===== src/cmsgf_pkg.sv =====
// constants for the clock selector, synchronous gate and four-pair fanout
// What this block does
// - select pin high routes the alternate clock, low routes the primary clock.
// - an unconnected select pin reads low, so the primary clock is chosen.
// - enable pin high enables outputs; unconnected it reads high, enabled by default.
// - with enable low all true outputs are low and all complements are high.
// - when enabled all four pairs carry the selected clock and its inversion.
// - outputs start or stop only while already low, so no runt pulse occurs.
// - enable is captured on the selected clock's rising edge and loaded into the gate flip-flop on its falling edge.
// - enable change takes effect only after one rising then one falling edge.
package cmsgf_pkg;
   localparam int unsigned NUM_PAIRS = 4;
   localparam int unsigned NUM_SYNC_BITS = 8;
   // bit positions in the synchronised pin vector
   localparam int unsigned PRI_TRUE_BIT = 0;
   localparam int unsigned PRI_COMP_BIT = 1;
   localparam int unsigned ALT_TRUE_BIT = 2;
   localparam int unsigned ALT_COMP_BIT = 3;
   localparam int unsigned SEL_BIT = 4;
   localparam int unsigned SEL_DRV_BIT = 5;
   localparam int unsigned EN_BIT = 6;
   localparam int unsigned EN_DRV_BIT = 7;
   // reset values and open-pin levels
   localparam logic [7:0] SYNC_RST = 8'h00;
   localparam logic SEL_OPEN_LEVEL = 1'b0;
   localparam logic EN_OPEN_LEVEL = 1'b1;
   localparam logic GATE_RST = 1'b1;
   localparam logic ARMED_RST = 1'b1;
   localparam logic PREV_RST = 1'b0;
   localparam logic [3:0] TRUE_RST = 4'h0;
   localparam logic [3:0] COMP_RST = 4'hF;
endpackage


===== src/cmsgf_top.sv =====
// clock selector with falling-edge synchronous gate and 1-to-4 differential fanout
`timescale 1ns/1ps
module cmsgf_top (
   // system clock and reset
   input wire logic clock,
   input wire logic rst_b,
   // primary differential clock input
   input wire logic pri_clk_true,
   input wire logic pri_clk_comp,
   // alternate differential clock input
   input wire logic alt_clk_true,
   input wire logic alt_clk_comp,
   // source select pin and its connected indication
   input wire logic src_sel,
   input wire logic src_sel_driven,
   // output gate enable pin and its connected indication
   input wire logic gate_en,
   input wire logic gate_en_driven,
   // fanout output pairs
   output logic [3:0] fanout_output_pair_true,
   output logic [3:0] fanout_output_pair_comp
);

   // limitation: the input clocks are sampled, so each level must last at least
   // three system cycles; outputs lag the pins by three cycles and carry one
   // cycle of sampling jitter, traded for a single clock domain
   // pin capture stages
   logic [7:0] pins_raw;
   logic [7:0] sync1_reg;
   logic [7:0] sync2_reg;
   // control levels after the open-pin defaults
   logic sel_eff;
   logic en_eff;
   // decoded clocks, the selected one and its edges
   logic pri_lvl;
   logic alt_lvl;
   logic clk_lvl;
   logic clk_prev_reg;
   logic clk_rise;
   logic clk_fall;
   // two-step enable path: armed on a rise, loaded into the gate on a fall
   logic armed_reg;
   logic gate_reg;
   // output stage
   logic [3:0] true_reg;
   logic [3:0] comp_reg;
   logic [3:0] true_next;

   assign pins_raw = {gate_en_driven, gate_en, src_sel_driven, src_sel,
                      alt_clk_comp, alt_clk_true, pri_clk_comp, pri_clk_true};

   // every pin is foreign to the system clock, so all pass two flip-flops
   // the driven flags travel with their pins, so a pin and its open flag stay aligned
   always_ff @(posedge clock or negedge rst_b) begin
      if (!rst_b) begin
         sync1_reg <= cmsgf_pkg::SYNC_RST;
         sync2_reg <= cmsgf_pkg::SYNC_RST;
      end else begin
         sync1_reg <= pins_raw;
         sync2_reg <= sync1_reg;
      end
   end

   // open pins fall back to their pull levels
   assign sel_eff = sync2_reg[cmsgf_pkg::SEL_DRV_BIT] ? sync2_reg[cmsgf_pkg::SEL_BIT]
                                                       : cmsgf_pkg::SEL_OPEN_LEVEL;
   assign en_eff = sync2_reg[cmsgf_pkg::EN_DRV_BIT] ? sync2_reg[cmsgf_pkg::EN_BIT]
                                                     : cmsgf_pkg::EN_OPEN_LEVEL;

   // differential decode: high only when true is above complement
   assign pri_lvl = sync2_reg[cmsgf_pkg::PRI_TRUE_BIT] & ~sync2_reg[cmsgf_pkg::PRI_COMP_BIT];
   assign alt_lvl = sync2_reg[cmsgf_pkg::ALT_TRUE_BIT] & ~sync2_reg[cmsgf_pkg::ALT_COMP_BIT];
   // select is not resynchronised to the clock, switching live may glitch
   assign clk_lvl = sel_eff ? alt_lvl : pri_lvl;

   // routing checks; an open select must override whatever the pin floats to
   a_pri_routed: assert property (@(posedge clock) disable iff (!rst_b)
      (!sel_eff && gate_reg) |=> (true_reg == {4{$past(pri_lvl)}}))
      else $error("primary clock not routed when select low");

   a_open_sel_override: assert property (@(posedge clock) disable iff (!rst_b)
      (!sync2_reg[cmsgf_pkg::SEL_DRV_BIT] && sync2_reg[cmsgf_pkg::SEL_BIT] && gate_reg) |=>
      (true_reg == {4{$past(pri_lvl)}}))
      else $error("open select floating high did not keep primary clock");

   // edge tracking of the selected clock
   always_ff @(posedge clock or negedge rst_b) begin
      if (!rst_b) begin
         clk_prev_reg <= cmsgf_pkg::PREV_RST;
      end else begin
         clk_prev_reg <= clk_lvl;
      end
   end

   assign clk_rise = clk_lvl & ~clk_prev_reg;
   assign clk_fall = ~clk_lvl & clk_prev_reg;

   // arming on the rising edge means a change needs a full rise then fall
   // a change that lands just before a fall waits for the next rise and fall
   always_ff @(posedge clock or negedge rst_b) begin
      if (!rst_b) begin
         armed_reg <= cmsgf_pkg::ARMED_RST;
      end else if (clk_rise) begin
         armed_reg <= en_eff;
      end
   end

   // arming checks; an open enable pin arms even if it floats low
   a_arm_tracks_en: assert property (@(posedge clock) disable iff (!rst_b)
      clk_rise |=> (armed_reg == $past(en_eff)))
      else $error("armed flag did not take the enable on a rise");

   a_arm_on_rise: assert property (@(posedge clock) disable iff (!rst_b)
      $changed(armed_reg) |-> $past(clk_rise))
      else $error("armed flag moved without a clock rise");

   a_en_high_arms: assert property (@(posedge clock) disable iff (!rst_b)
      (en_eff && clk_rise) |=> armed_reg)
      else $error("high enable did not arm outputs");

   a_low_en_disarms: assert property (@(posedge clock) disable iff (!rst_b)
      (!en_eff && clk_rise) |=> !armed_reg)
      else $error("low enable did not disarm outputs");

   a_open_en_override: assert property (@(posedge clock) disable iff (!rst_b)
      (!sync2_reg[cmsgf_pkg::EN_DRV_BIT] && !sync2_reg[cmsgf_pkg::EN_BIT] && clk_rise) |=> armed_reg)
      else $error("open enable pin floating low disarmed outputs");

   // gate flip-flop moves only on the falling edge, while the clock is low
   always_ff @(posedge clock or negedge rst_b) begin
      if (!rst_b) begin
         gate_reg <= cmsgf_pkg::GATE_RST;
      end else if (clk_fall) begin
         gate_reg <= armed_reg;
      end
   end

   // the gate may only move on a fall, when the outputs are already low
   a_gate_on_fall: assert property (@(posedge clock) disable iff (!rst_b)
      $changed(gate_reg) |-> $past(clk_fall))
      else $error("gate moved without a falling edge");

   a_gate_change_low: assert property (@(posedge clock) disable iff (!rst_b)
      $changed(gate_reg) |-> (true_reg == 4'h0))
      else $error("gate moved while outputs were high");

   // fanout: each pair carries the gated clock and its inversion
   // two flops per pair, true and complement, keep each output straight from a register, at one cycle of lag
   genvar gi;
   generate
      for (gi = 0; gi < cmsgf_pkg::NUM_PAIRS; gi++) begin : g_pair
         assign true_next[gi] = clk_lvl & gate_reg;
         always_ff @(posedge clock or negedge rst_b) begin
            if (!rst_b) begin
               true_reg[gi] <= cmsgf_pkg::TRUE_RST[gi];
               comp_reg[gi] <= cmsgf_pkg::COMP_RST[gi];
            end else begin
               true_reg[gi] <= true_next[gi];
               comp_reg[gi] <= ~true_next[gi];
            end
         end
      end
   endgenerate

   assign fanout_output_pair_true = true_reg;
   assign fanout_output_pair_comp = comp_reg;

   // output edges must follow edges of the selected clock, never the gate alone
   a_out_rise_aligned: assert property (@(posedge clock) disable iff (!rst_b)
      $rose(true_reg[0]) |-> $past(clk_rise))
      else $error("output rose without a clock rise");

   a_out_fall_aligned: assert property (@(posedge clock) disable iff (!rst_b)
      $fell(true_reg[0]) |-> $past(clk_fall))
      else $error("output fell without a clock fall");

   a_rise_sets_out: assert property (@(posedge clock) disable iff (!rst_b)
      (clk_rise && gate_reg) |=> (true_reg == 4'hF))
      else $error("enabled outputs did not rise with the clock");

   a_fall_clears_out: assert property (@(posedge clock) disable iff (!rst_b)
      clk_fall |=> (true_reg == 4'h0))
      else $error("outputs did not fall with the clock");

   a_comp_follows: assert property (@(posedge clock) disable iff (!rst_b)
      gate_reg |=> (comp_reg == ~{4{$past(clk_lvl)}}))
      else $error("complement outputs not the inverted clock");

   // checks kept beside the logic
   a_alt_routed: assert property (@(posedge clock) disable iff (!rst_b)
      (sel_eff && gate_reg) |=> (true_reg == {4{$past(alt_lvl)}}))
      else $error("alternate clock not routed when selected");

   a_open_sel_primary: assert property (@(posedge clock) disable iff (!rst_b)
      (!sync2_reg[cmsgf_pkg::SEL_DRV_BIT] && gate_reg) |=> (true_reg == {4{$past(pri_lvl)}}))
      else $error("open select did not choose primary clock");

   a_open_en_arms: assert property (@(posedge clock) disable iff (!rst_b)
      (!sync2_reg[cmsgf_pkg::EN_DRV_BIT] && clk_rise) |=> armed_reg)
      else $error("open enable did not arm outputs");

   a_disabled_levels: assert property (@(posedge clock) disable iff (!rst_b)
      !gate_reg |=> (true_reg == 4'h0 && comp_reg == 4'hF))
      else $error("disabled outputs not at low true and high complement");

   a_pairs_complement: assert property (@(posedge clock) disable iff (!rst_b)
      (comp_reg == ~true_reg) && (true_reg == 4'h0 || true_reg == 4'hF))
      else $error("output pairs not matched or not complementary");

   a_gate_while_low: assert property (@(posedge clock) disable iff (!rst_b)
      $changed(gate_reg) |-> (!$past(clk_lvl) && $past(true_next) == 4'h0))
      else $error("gate changed while the clock was high");

   a_fall_capture: assert property (@(posedge clock) disable iff (!rst_b)
      clk_fall |=> (gate_reg == $past(armed_reg)))
      else $error("gate not captured on falling edge");

   a_rise_then_fall: assert property (@(posedge clock) disable iff (!rst_b)
      (!clk_fall && !clk_rise) |=> ($stable(gate_reg) && $stable(armed_reg)))
      else $error("enable path moved without a clock edge");

endmodule


===== config.mk =====
export PLATFORM = sky130hd
export DESIGN_NAME = cmsgf_top
export DESIGN_NICKNAME = d
export VERILOG_FILES = /design/src/cmsgf_pkg.sv /design/src/cmsgf_top.sv
export SDC_FILE = /design/constraint.sdc
export NUM_CORES = 1
export LEC_CHECK = 0
export BUFFER_PORTS_ARGS = -buffer_cell sky130_fd_sc_hd__buf_2
export CAP_MARGIN = 20
export CORE_AREA = 4 4 41 43
export CTS_BUF_LIST = sky130_fd_sc_hd__clkbuf_4 sky130_fd_sc_hd__clkbuf_8
export DETAILED_ROUTE_END_ITERATION = 12
export DIE_AREA = 0 0 45 47
export PLACE_DENSITY_LB_ADDON = 0.05
export SLEW_MARGIN = 30
export SYNTH_ARGS = -nofsm -noshare
export SYNTH_HDL_FRONTEND = slang
export SYNTH_SLANG_ARGS = --single-unit

===== constraint.sdc =====
create_clock -name clock -period 2.8 [get_ports clock]
set_input_delay 0.14 -clock clock [delete_from_list [all_inputs] [get_ports clock]]
set_output_delay 0.14 -clock clock [all_outputs]
set_load 0.005 [all_outputs]

==> flow_metrics.tcl, run 1 <==
set metrics [dict create \
    vias_per_cell 4.41 \
    grt.overflow.total 0 \
    wire_per_inst_um 11.0 \
    reg2reg_depth 4 \
    rrSetupSlack_ns 1.51 \
    setup_viol 0 \
    status "finished clean" \
    worstSetupPathType "reg -> reg" \
    dr_wl_met3_um 85 \
    place_area_um2 718 \
    vias 344 \
    irDropWorstVdd_uv 384 \
    post_cts.repair.setup_buffers 0 \
    drc 0 \
    p_per_area_nw_per_um2 636 \
    crit_fanout 5 \
    synthCells 39 \
    grt_max_degree 22 \
    antenna_found_initial 0 \
    syn_avg_cell_area_um2 16.9 \
    wl_met2_um 459 \
    slew_viol_final 0 \
    rsz0062_at_grt "no" \
    fillers 100 \
    r2r-end "gate_reg" \
    grt_pass1_wl_um 1490 \
    start_kind "register" \
    timing.fmax_mhz 775 \
    min_period_ns 1.29 \
    p_leak_nw 0.417 \
    r2r_start "sync2_reg[5]" \
    routed_wl_um 860 \
    cts.clk_slew.worst_paths_ns 0.10 \
    die_h_um 47 \
    dr.pass1.iters 2 \
    crit_arrival_ns 1.52 \
    n_antenna_cell 0 \
    finalInstanceArea_um2 836 \
    hp-class "in -> async" \
    wl_met1_um 298 \
    htree_levels 1 \
    ys_seq_area_frac 0.803 \
    dieArea_um2 2120 \
    clk_latency_ns 0.29 \
    max-slew-margin-rel 0.712 \
    hold_ws_ns 0.306 \
    layout_common_cells "18 x dfrtp_1, 17 x buf_2, 9 x dlygate4sd3_1, 4 x inv_1" \
    mostFrequentLayoutCell "dfrtp_1" \
    clock_path_buffers 2 \
    required_ns 3.03 \
    finalHoldViolCount 0 \
    grtUsageTotal 0.107 \
    min_period_over_period 0.461 \
    hpwl_um 612 \
    hold_buffers 9 \
    clock_sinks 21 \
    syn_nets 49 \
    clock_skew_ns 0.00686 \
    ios 18 \
    syn_to_final_growth_pct 26.8 \
    drtAntennaViolNets 0 \
    cts_resized 0 \
    core.rowCount 13 \
    start_util 0.507 \
    core_um2 1300 \
    numCtsBuffers 3 \
    cp-end-kind "register" \
    clock-root-buffer "clkbuf_4" \
    grt_pass1_vias 370 \
    netlist_area_um2 659 \
    cts_tree "yes" \
    drt_iter0_drc 1 \
    fin_setup_tns_ns 0 \
    die_w_um 45 \
    synth-seq-cells 21 \
    tightestPinTransition_ns 0.432 \
    yosys.cell_types.count 11 \
    nets 74 \
    gp_congestion 0.670 \
    drive_gt1_frac 0.429 \
    top_layer_used "met4" \
    yosys_warnings 0 \
    max-cap-violations 0 \
    numPortBuffers 17 \
]
==> layout make-up <==
| class | count | area (µm²) | area share |
|---|---|---|---|
| repair buffers | 26 | 175 | 0.210 |
| clock buffers | 3 | 22.5 | 0.0269 |
| inverters | 4 | 15.0 | 0.0180 |
| well taps | 15 | 18.8 | 0.0225 |
| multi-input cells | 8 | 70.1 | 0.0838 |
| flip-flops and latches | 21 | 529 | 0.633 |
| clock inverters | 1 | 5.00 | 0.00599 |
==> kinds of logic (layout without fill, tap and decap cells) <==
group | after synthesis | in the layout | share of synthesized area
buf+inv | 10 | 34 | 0.0911
mux | 1 | 1 | 0.0228
flops | 21 | 21 | 0.803
simple gates | 4 | 4 | 0.0361
compound gates | 3 | 3 | 0.0474
==> critical path, cell delays in order, from the launching register on <==
cell	delay, ns
dfrtp_1	0.39
and4b_1	0.20
a31o_4	0.23
nor2_2	0.11
mux2_4	0.31
==> worst max path at each step <==
stage / slack (ns) / to / cells after the start / startpoint
after floorplan: 1.59 / gate_reg / 4 / sync2_reg[5]
after global placement: 1.57 / gate_reg / 4 / sync2_reg[2]
after detailed placement: 1.51 / gate_reg / 4 / sync2_reg[5]
after CTS: 1.50 / gate_reg / 4 / sync2_reg[5]
after global routing: 1.48 / gate_reg / 4 / sync2_reg[5]
final: 1.51 / gate_reg / 4 / sync2_reg[5]
==> layer usage <==
metal,vias to the layer above,track usage
met5,-,0
met4,0,0.0877
met3,2,0.0230
met2,21,0.203
met1,156,0.0967
li1,165,-
==> synth_stat cells <==
| cell type | instances | area share |
|---|---|---|
| dfrtp_1 | 18 | 0.68 |
| buf_4 | 6 | 0.068 |
| inv_1 | 4 | 0.023 |
| dfstp_2 | 3 | 0.12 |
| nand2_1 | 2 | 0.011 |
| a21oi_1 | 1 | 0.0076 |
| a31o_4 | 1 | 0.027 |
| a41oi_1 | 1 | 0.013 |
| and4b_1 | 1 | 0.015 |
| mux2_4 | 1 | 0.023 |
| nor2_2 | 1 | 0.0095 |
==> metrics by stage <==
stage | cells | setup slack (ns) | utilization | power, mW
6_report | 78 | 1.51 | 0.642 | 0.532
5_1_grt | 78 | 1.48 | 0.642 | 0.565
2_1_floorplan | 39 | 1.59 | - | 0.382
4_1_cts | 78 | 1.50 | 0.642 | 0.543
3_3_place_gp | 65 | 1.57 | 0.552 | 0.395
3_5_place_dp | 65 | 1.51 | 0.552 | 0.398
==> report_power, final <==
group	total [mW]	internal [mW]	switching, mW
registers	0.344	0.333	0.0108
logic	0.0560	0.0334	0.0226
clock network	0.132	0.0531	0.0790
(Power assumes the default switching activity.)
==> run 2, diff against run 1 <==
Clock period 2.8 ns to 1.2 ns, I/O delays scaled along.
==> run 2 against run 1 <==
Routed wire length grew 1.3%. Critical path type unchanged. First-iteration DRC count unchanged. Sequential cell count unchanged. Register-to-register slack lost 1.6 ns. Setup slack worse by 1.6 ns. The flow now finishes with violations (negative setup slack). Core utilization grew 1.2 points. Clock power rose by 130%. Hold slack got worse by 0.083 ns. Sequential power increased by 130%. Cell area up 1.8%. Global-route usage down 0.44 points.
==> flow_metrics.tcl, run 2 (synthesized netlist as in run 1, its figures left out) <==
set metrics [dict create \
    status "finished, violations left" \
    violations "negative setup slack" \
    vias_per_cell 4.53 \
    clock_sinks 21 \
    clock_skew_ns 0.00420 \
    numPortBuffers 17 \
    wire_per_inst_um 11.0 \
    drt_iter0_drc 1 \
    max-cap-violations 0 \
    grt.overflow.total 0 \
    hpwl_um 607 \
    critPathCapture "gate_reg" \
    die_h_um 47 \
    p_leak_nw 0.423 \
    setup_viol 2 \
    n_antenna_cell 0 \
    die_w_um 45 \
    min_period_over_period 1.04 \
    rrSetupSlack_ns -0.04 \
    required_ns 1.43 \
    core.rowCount 13 \
    drive_gt1_frac 0.453 \
    htree_levels 1 \
    r2r-end "gate_reg" \
    r2r_start "sync2_reg[2]" \
    grt_pass1_vias 365 \
    rsz0062_at_grt "yes" \
    finalHoldViolCount 0 \
    gp_congestion 0.678 \
    fin_cells 79 \
    start_util 0.507 \
    drtAntennaViolNets 0 \
    dp_cells 66 \
    ios 18 \
    p_per_area_nw_per_um2 1470 \
    hold_ws_ns 0.223 \
    fin_ws_ns -0.0443 \
    crit_fanout 2 \
    reg2reg_depth 4 \
    layout_common_cells "18 x dfrtp_1, 17 x buf_2, 9 x dlygate4sd3_1, 4 x inv_1" \
    dieArea_um2 2120 \
    worstSetupPathType "reg -> reg" \
    irDropWorstVdd_uv 904 \
    timing.fmax_mhz 804 \
    hp-class "in -> async" \
    core_um2 1300 \
    startpoint "sync2_reg[2]" \
    cts_tree "yes" \
    grt_max_degree 22 \
    cp-end-kind "register" \
    dr.pass1.iters 2 \
    cts.clk_slew.worst_paths_ns 0.10 \
    nets 75 \
    fin_setup_tns_ns -0.0653 \
    clk_latency_ns 0.29 \
    pre_cts_slack_ns -0.0415 \
    grt_pass1_wl_um 1400 \
    grtUsageTotal 0.103 \
    syn_to_final_growth_pct 29.0 \
    routed_wl_um 871 \
    drc 0 \
    clock-root-buffer "clkbuf_4" \
    antenna_found_initial 0 \
    clock_path_buffers 2 \
    max-slew-margin-rel 0.719 \
    min_period_ns 1.24 \
    start_kind "register" \
    mostFrequentLayoutCell "dfrtp_1" \
    vias 358 \
    slew_viol_final 0 \
    crit_arrival_ns 1.47 \
    numCtsBuffers 3 \
    post_cts.repair.setup_buffers 0 \
    tightestPinTransition_ns 0.422 \
]
==> run 2: cell count changes in the layout (fill, tap and decap cells not counted) <==
| cell | previous run | this run |
|---|---|---|
| nor2_2 | 1 | 0 |
| nor2_4 | 0 | 1 |
| buf_4 | 0 | 1 |
| nand2_1 | 2 | 1 |
| nand2_2 | 0 | 1 |
==> run 2: layout make-up <==
cell class	instances	area, µm²
clock buffers	3	22.5
clock inverters	1	5.00
fillers	101	450
inverters	4	15.0
multi-input cells	8	77.6
flip-flops and latches	21	529
well taps	15	18.8
repair buffers	27	183
==> run 2: worst min-delay path by stage <==
stage	cells after the start	slack, ns	end
3_3_place_gp	1	0.009	sync2_reg[2]
5_1_grt	2	0.25	sync2_reg[0]
6_report	2	0.22	sync1_reg[0]
3_5_place_dp	1	0.02	sync2_reg[5]
4_1_cts	2	0.22	sync2_reg[0]
2_1_floorplan	0	-0.24	clk_prev_reg
==> run 2: timing repair <==
item,CTS,global route
endpoints found under the hold margin,29,0
setup endpoints to repair,2,3
hold buffers,9,0
pin swaps,0,1
gates resized for setup,1,1
==> run 2: metrics by stage <==
step / area, µm² / power, mW / util
floorplan: 659 / 0.891 / -
global placement: 726 / 0.924 / 0.558
global route: 851 / 1.31 / 0.654
detailed placement: 726 / 0.930 / 0.558
finish: 851 / 1.25 / 0.654
CTS: 848 / 1.27 / 0.652
==> run 2: critical path, cell delays in order (launching register included) <==
cell,delay [ns]
dfrtp_1,0.38
and4b_1,0.21
a31o_4,0.22
nor2_4,0.08
mux2_4,0.30
==> run 2: metal layers <==
| metal | vias to the layer above | share of wire | track usage |
|---|---|---|---|
| li1 | 166 | - | - |
| met1 | 167 | 0.34 | 0.0932 |
| met2 | 21 | 0.54 | 0.184 |
| met3 | 4 | 0.091 | 0.0230 |
| met4 | 0 | 0.029 | 0.105 |
| met5 | - | 0 | 0 |
==> run 2: power by group <==
part | total (mW) | internal (mW) | switching [mW]
Sequential | 0.802 | 0.777 | 0.0253
Combinational | 0.138 | 0.0827 | 0.0556
Clock | 0.309 | 0.124 | 0.185
==> run 3, diff against run 2 <==
Settings changed: CORE_AREA 4 4 41 43 to unset, CORE_ASPECT_RATIO set to 0.9, CORE_MARGIN set to 4, CORE_UTILIZATION set to 40, DIE_AREA 0 0 45 47 to unset.
==> run 3 against run 2 <==
The flow still finishes with violations (negative setup slack). Highest routed layer is now met3. Critical path type unchanged. Die area grew 12%. Largest cell class unchanged. Clock power is 9.7% higher. Largest power group unchanged. Global-route usage down 0.57 points. Fmax grew 0.65%. Count of clock-buffer cells in the layout is the same. Routed wire length is 2.3% higher. Setup slack better by 0.0080 ns.
==> flow_metrics.tcl, run 3 (synthesized netlist as in run 1, its figures left out) <==
set metrics [dict create \
    max-slew-margin-rel 0.709 \
    critPathSlowestCell "dfrtp_1" \
    htree_levels 1 \
    power_mw 1.28 \
    routed_wl_um 891 \
    syn_to_final_growth_pct 31.3 \
    critPathTopFamily "flip-flops" \
    hp-class "in -> async" \
    start_util 0.441 \
    drtAntennaViolNets 0 \
    core_um2 1500 \
    crit_arrival_ns 1.48 \
    dieArea_um2 2360 \
    grt_pass1_vias 363 \
    numCtsBuffers 3 \
    cp.depth 4 \
    required_ns 1.44 \
    ios 18 \
    clock-root-buffer "clkbuf_4" \
    max-cap-violations 0 \
    nets 75 \
    rrSetupSlack_ns -0.04 \
    post_cts.repair.setup_buffers 0 \
    fin_ws_ns -0.0362 \
    worstSetupPathType "reg -> reg" \
    min_period_over_period 1.03 \
    cts.clk_slew.worst_paths_ns 0.12 \
    wl_met2_um 457 \
    setup_viol 2 \
    clock_sinks 21 \
    tightestPinTransition_ns 0.436 \
    clk_latency_ns 0.30 \
    critPathCapture "gate_reg" \
    clock_path_buffers 2 \
    dr.pass1.iters 1 \
    vias_per_cell 4.13 \
    crit_fanout 2 \
    p_leak_nw 0.419 \
    antenna_found_initial 0 \
    numPortBuffers 17 \
    finalHoldViolCount 0 \
    drt_iter0_drc 0 \
    die_w_um 50.8 \
    grt.overflow.total 0 \
    die_h_um 46.5 \
    gp_congestion 0.701 \
    r2r_start "sync2_reg[4]" \
    p_per_area_nw_per_um2 1480 \
    wl_met1_um 332 \
    post-route-util 0.579 \
    critPathMaxStageDelay_ns 0.39 \
    status "finished, violations left" \
    r2r-end "gate_reg" \
    drive_gt1_frac 0.469 \
    violations "negative setup slack" \
    cts_tree "yes" \
    grtUsageTotal 0.0974 \
    vias 355 \
    cp_cell_sequence "and4b_1 -> a31o_4 -> nor2_4 -> mux2_4" \
    slew_viol_final 0 \
    grt_pass1_wl_um 1560 \
    layout_common_cells "18 x dfrtp_1, 17 x buf_2, 9 x dlygate4sd3_1, 4 x inv_1" \
    wire_per_inst_um 10.4 \
    start_kind "register" \
    cp.buffers_inverters 0 \
    timing.fmax_mhz 809 \
    n_antenna_cell 0 \
    startpoint "sync2_reg[4]" \
    min_period_ns 1.24 \
    reg2reg_depth 4 \
    core.rowCount 13 \
    grt_max_degree 22 \
    irDropWorstVdd_uv 929 \
    clock_skew_ns 0.00372 \
    drc 0 \
    dr_wl_met3_um 101 \
    cp-end-kind "register" \
    top_layer_used "met3" \
    rsz0062_at_grt "yes" \
    mostFrequentLayoutCell "dfrtp_1" \
    hpwl_um 569 \
]
-- run 3: cell types whose count changed in the layout (fill, tap and decap cells not counted), sizes merged --
cell,previous run,this run
clkinv,1,0
clkinvlp,0,1
-- run 3: what timing repair did --
item | in CTS | in global routing
setup endpoints to repair | 2 | 3
hold buffers | 9 | 0
resized for setup | 1 | 2
hold endpoints to repair | 26 | 0
pin swaps | 0 | 1
-- run 3: worst min path at each step --
stage / to / cells after the start
after floorplan: clk_prev_reg / 0
after global placement: sync1_reg[2] / 1
after detailed placement: sync2_reg[2] / 1
after CTS: sync2_reg[4] / 2
after global routing: sync2_reg[1] / 2
final: sync2_reg[6] / 2
-- run 3: layout make-up --
cell class              instances  area (µm²)
clock buffers                   3        22.5
clock inverters                 1        7.51
fillers                       125         631
inverters                       4        15.0
multi-input cells               8        81.3
flip-flops and latches         21         529
well taps                      22        27.5
repair buffers                 27         183
-- run 3: routing by layer --
layer,track usage,vias to the layer above
li1,-,166
met1,0.101,169
met2,0.167,20
met3,0.0583,0
met4,0.0323,0
met5,0,-
-- run 3: through the flow --
step	cells	TNS (ns)	worst slack, ns	hold slack (ns)	cell area (µm²)
after detailed placement	73	-0.0531	-0.0531	0.0318	734
after floorplan	39	-0.0150	-0.0150	-0.236	659
after CTS	86	-0.0815	-0.0555	0.229	860
final	86	-0.0574	-0.0362	0.215	866
after global routing	86	-0.185	-0.0828	0.240	866
after global placement	73	-0.0166	-0.0166	0.0119	734
-- run 3: power by group --
group	switching [mW]	leakage, nW	internal (mW)
clock	0.212	0.0139	0.127
combinational	0.0562	0.161	0.0837
sequential	0.0280	0.244	0.778
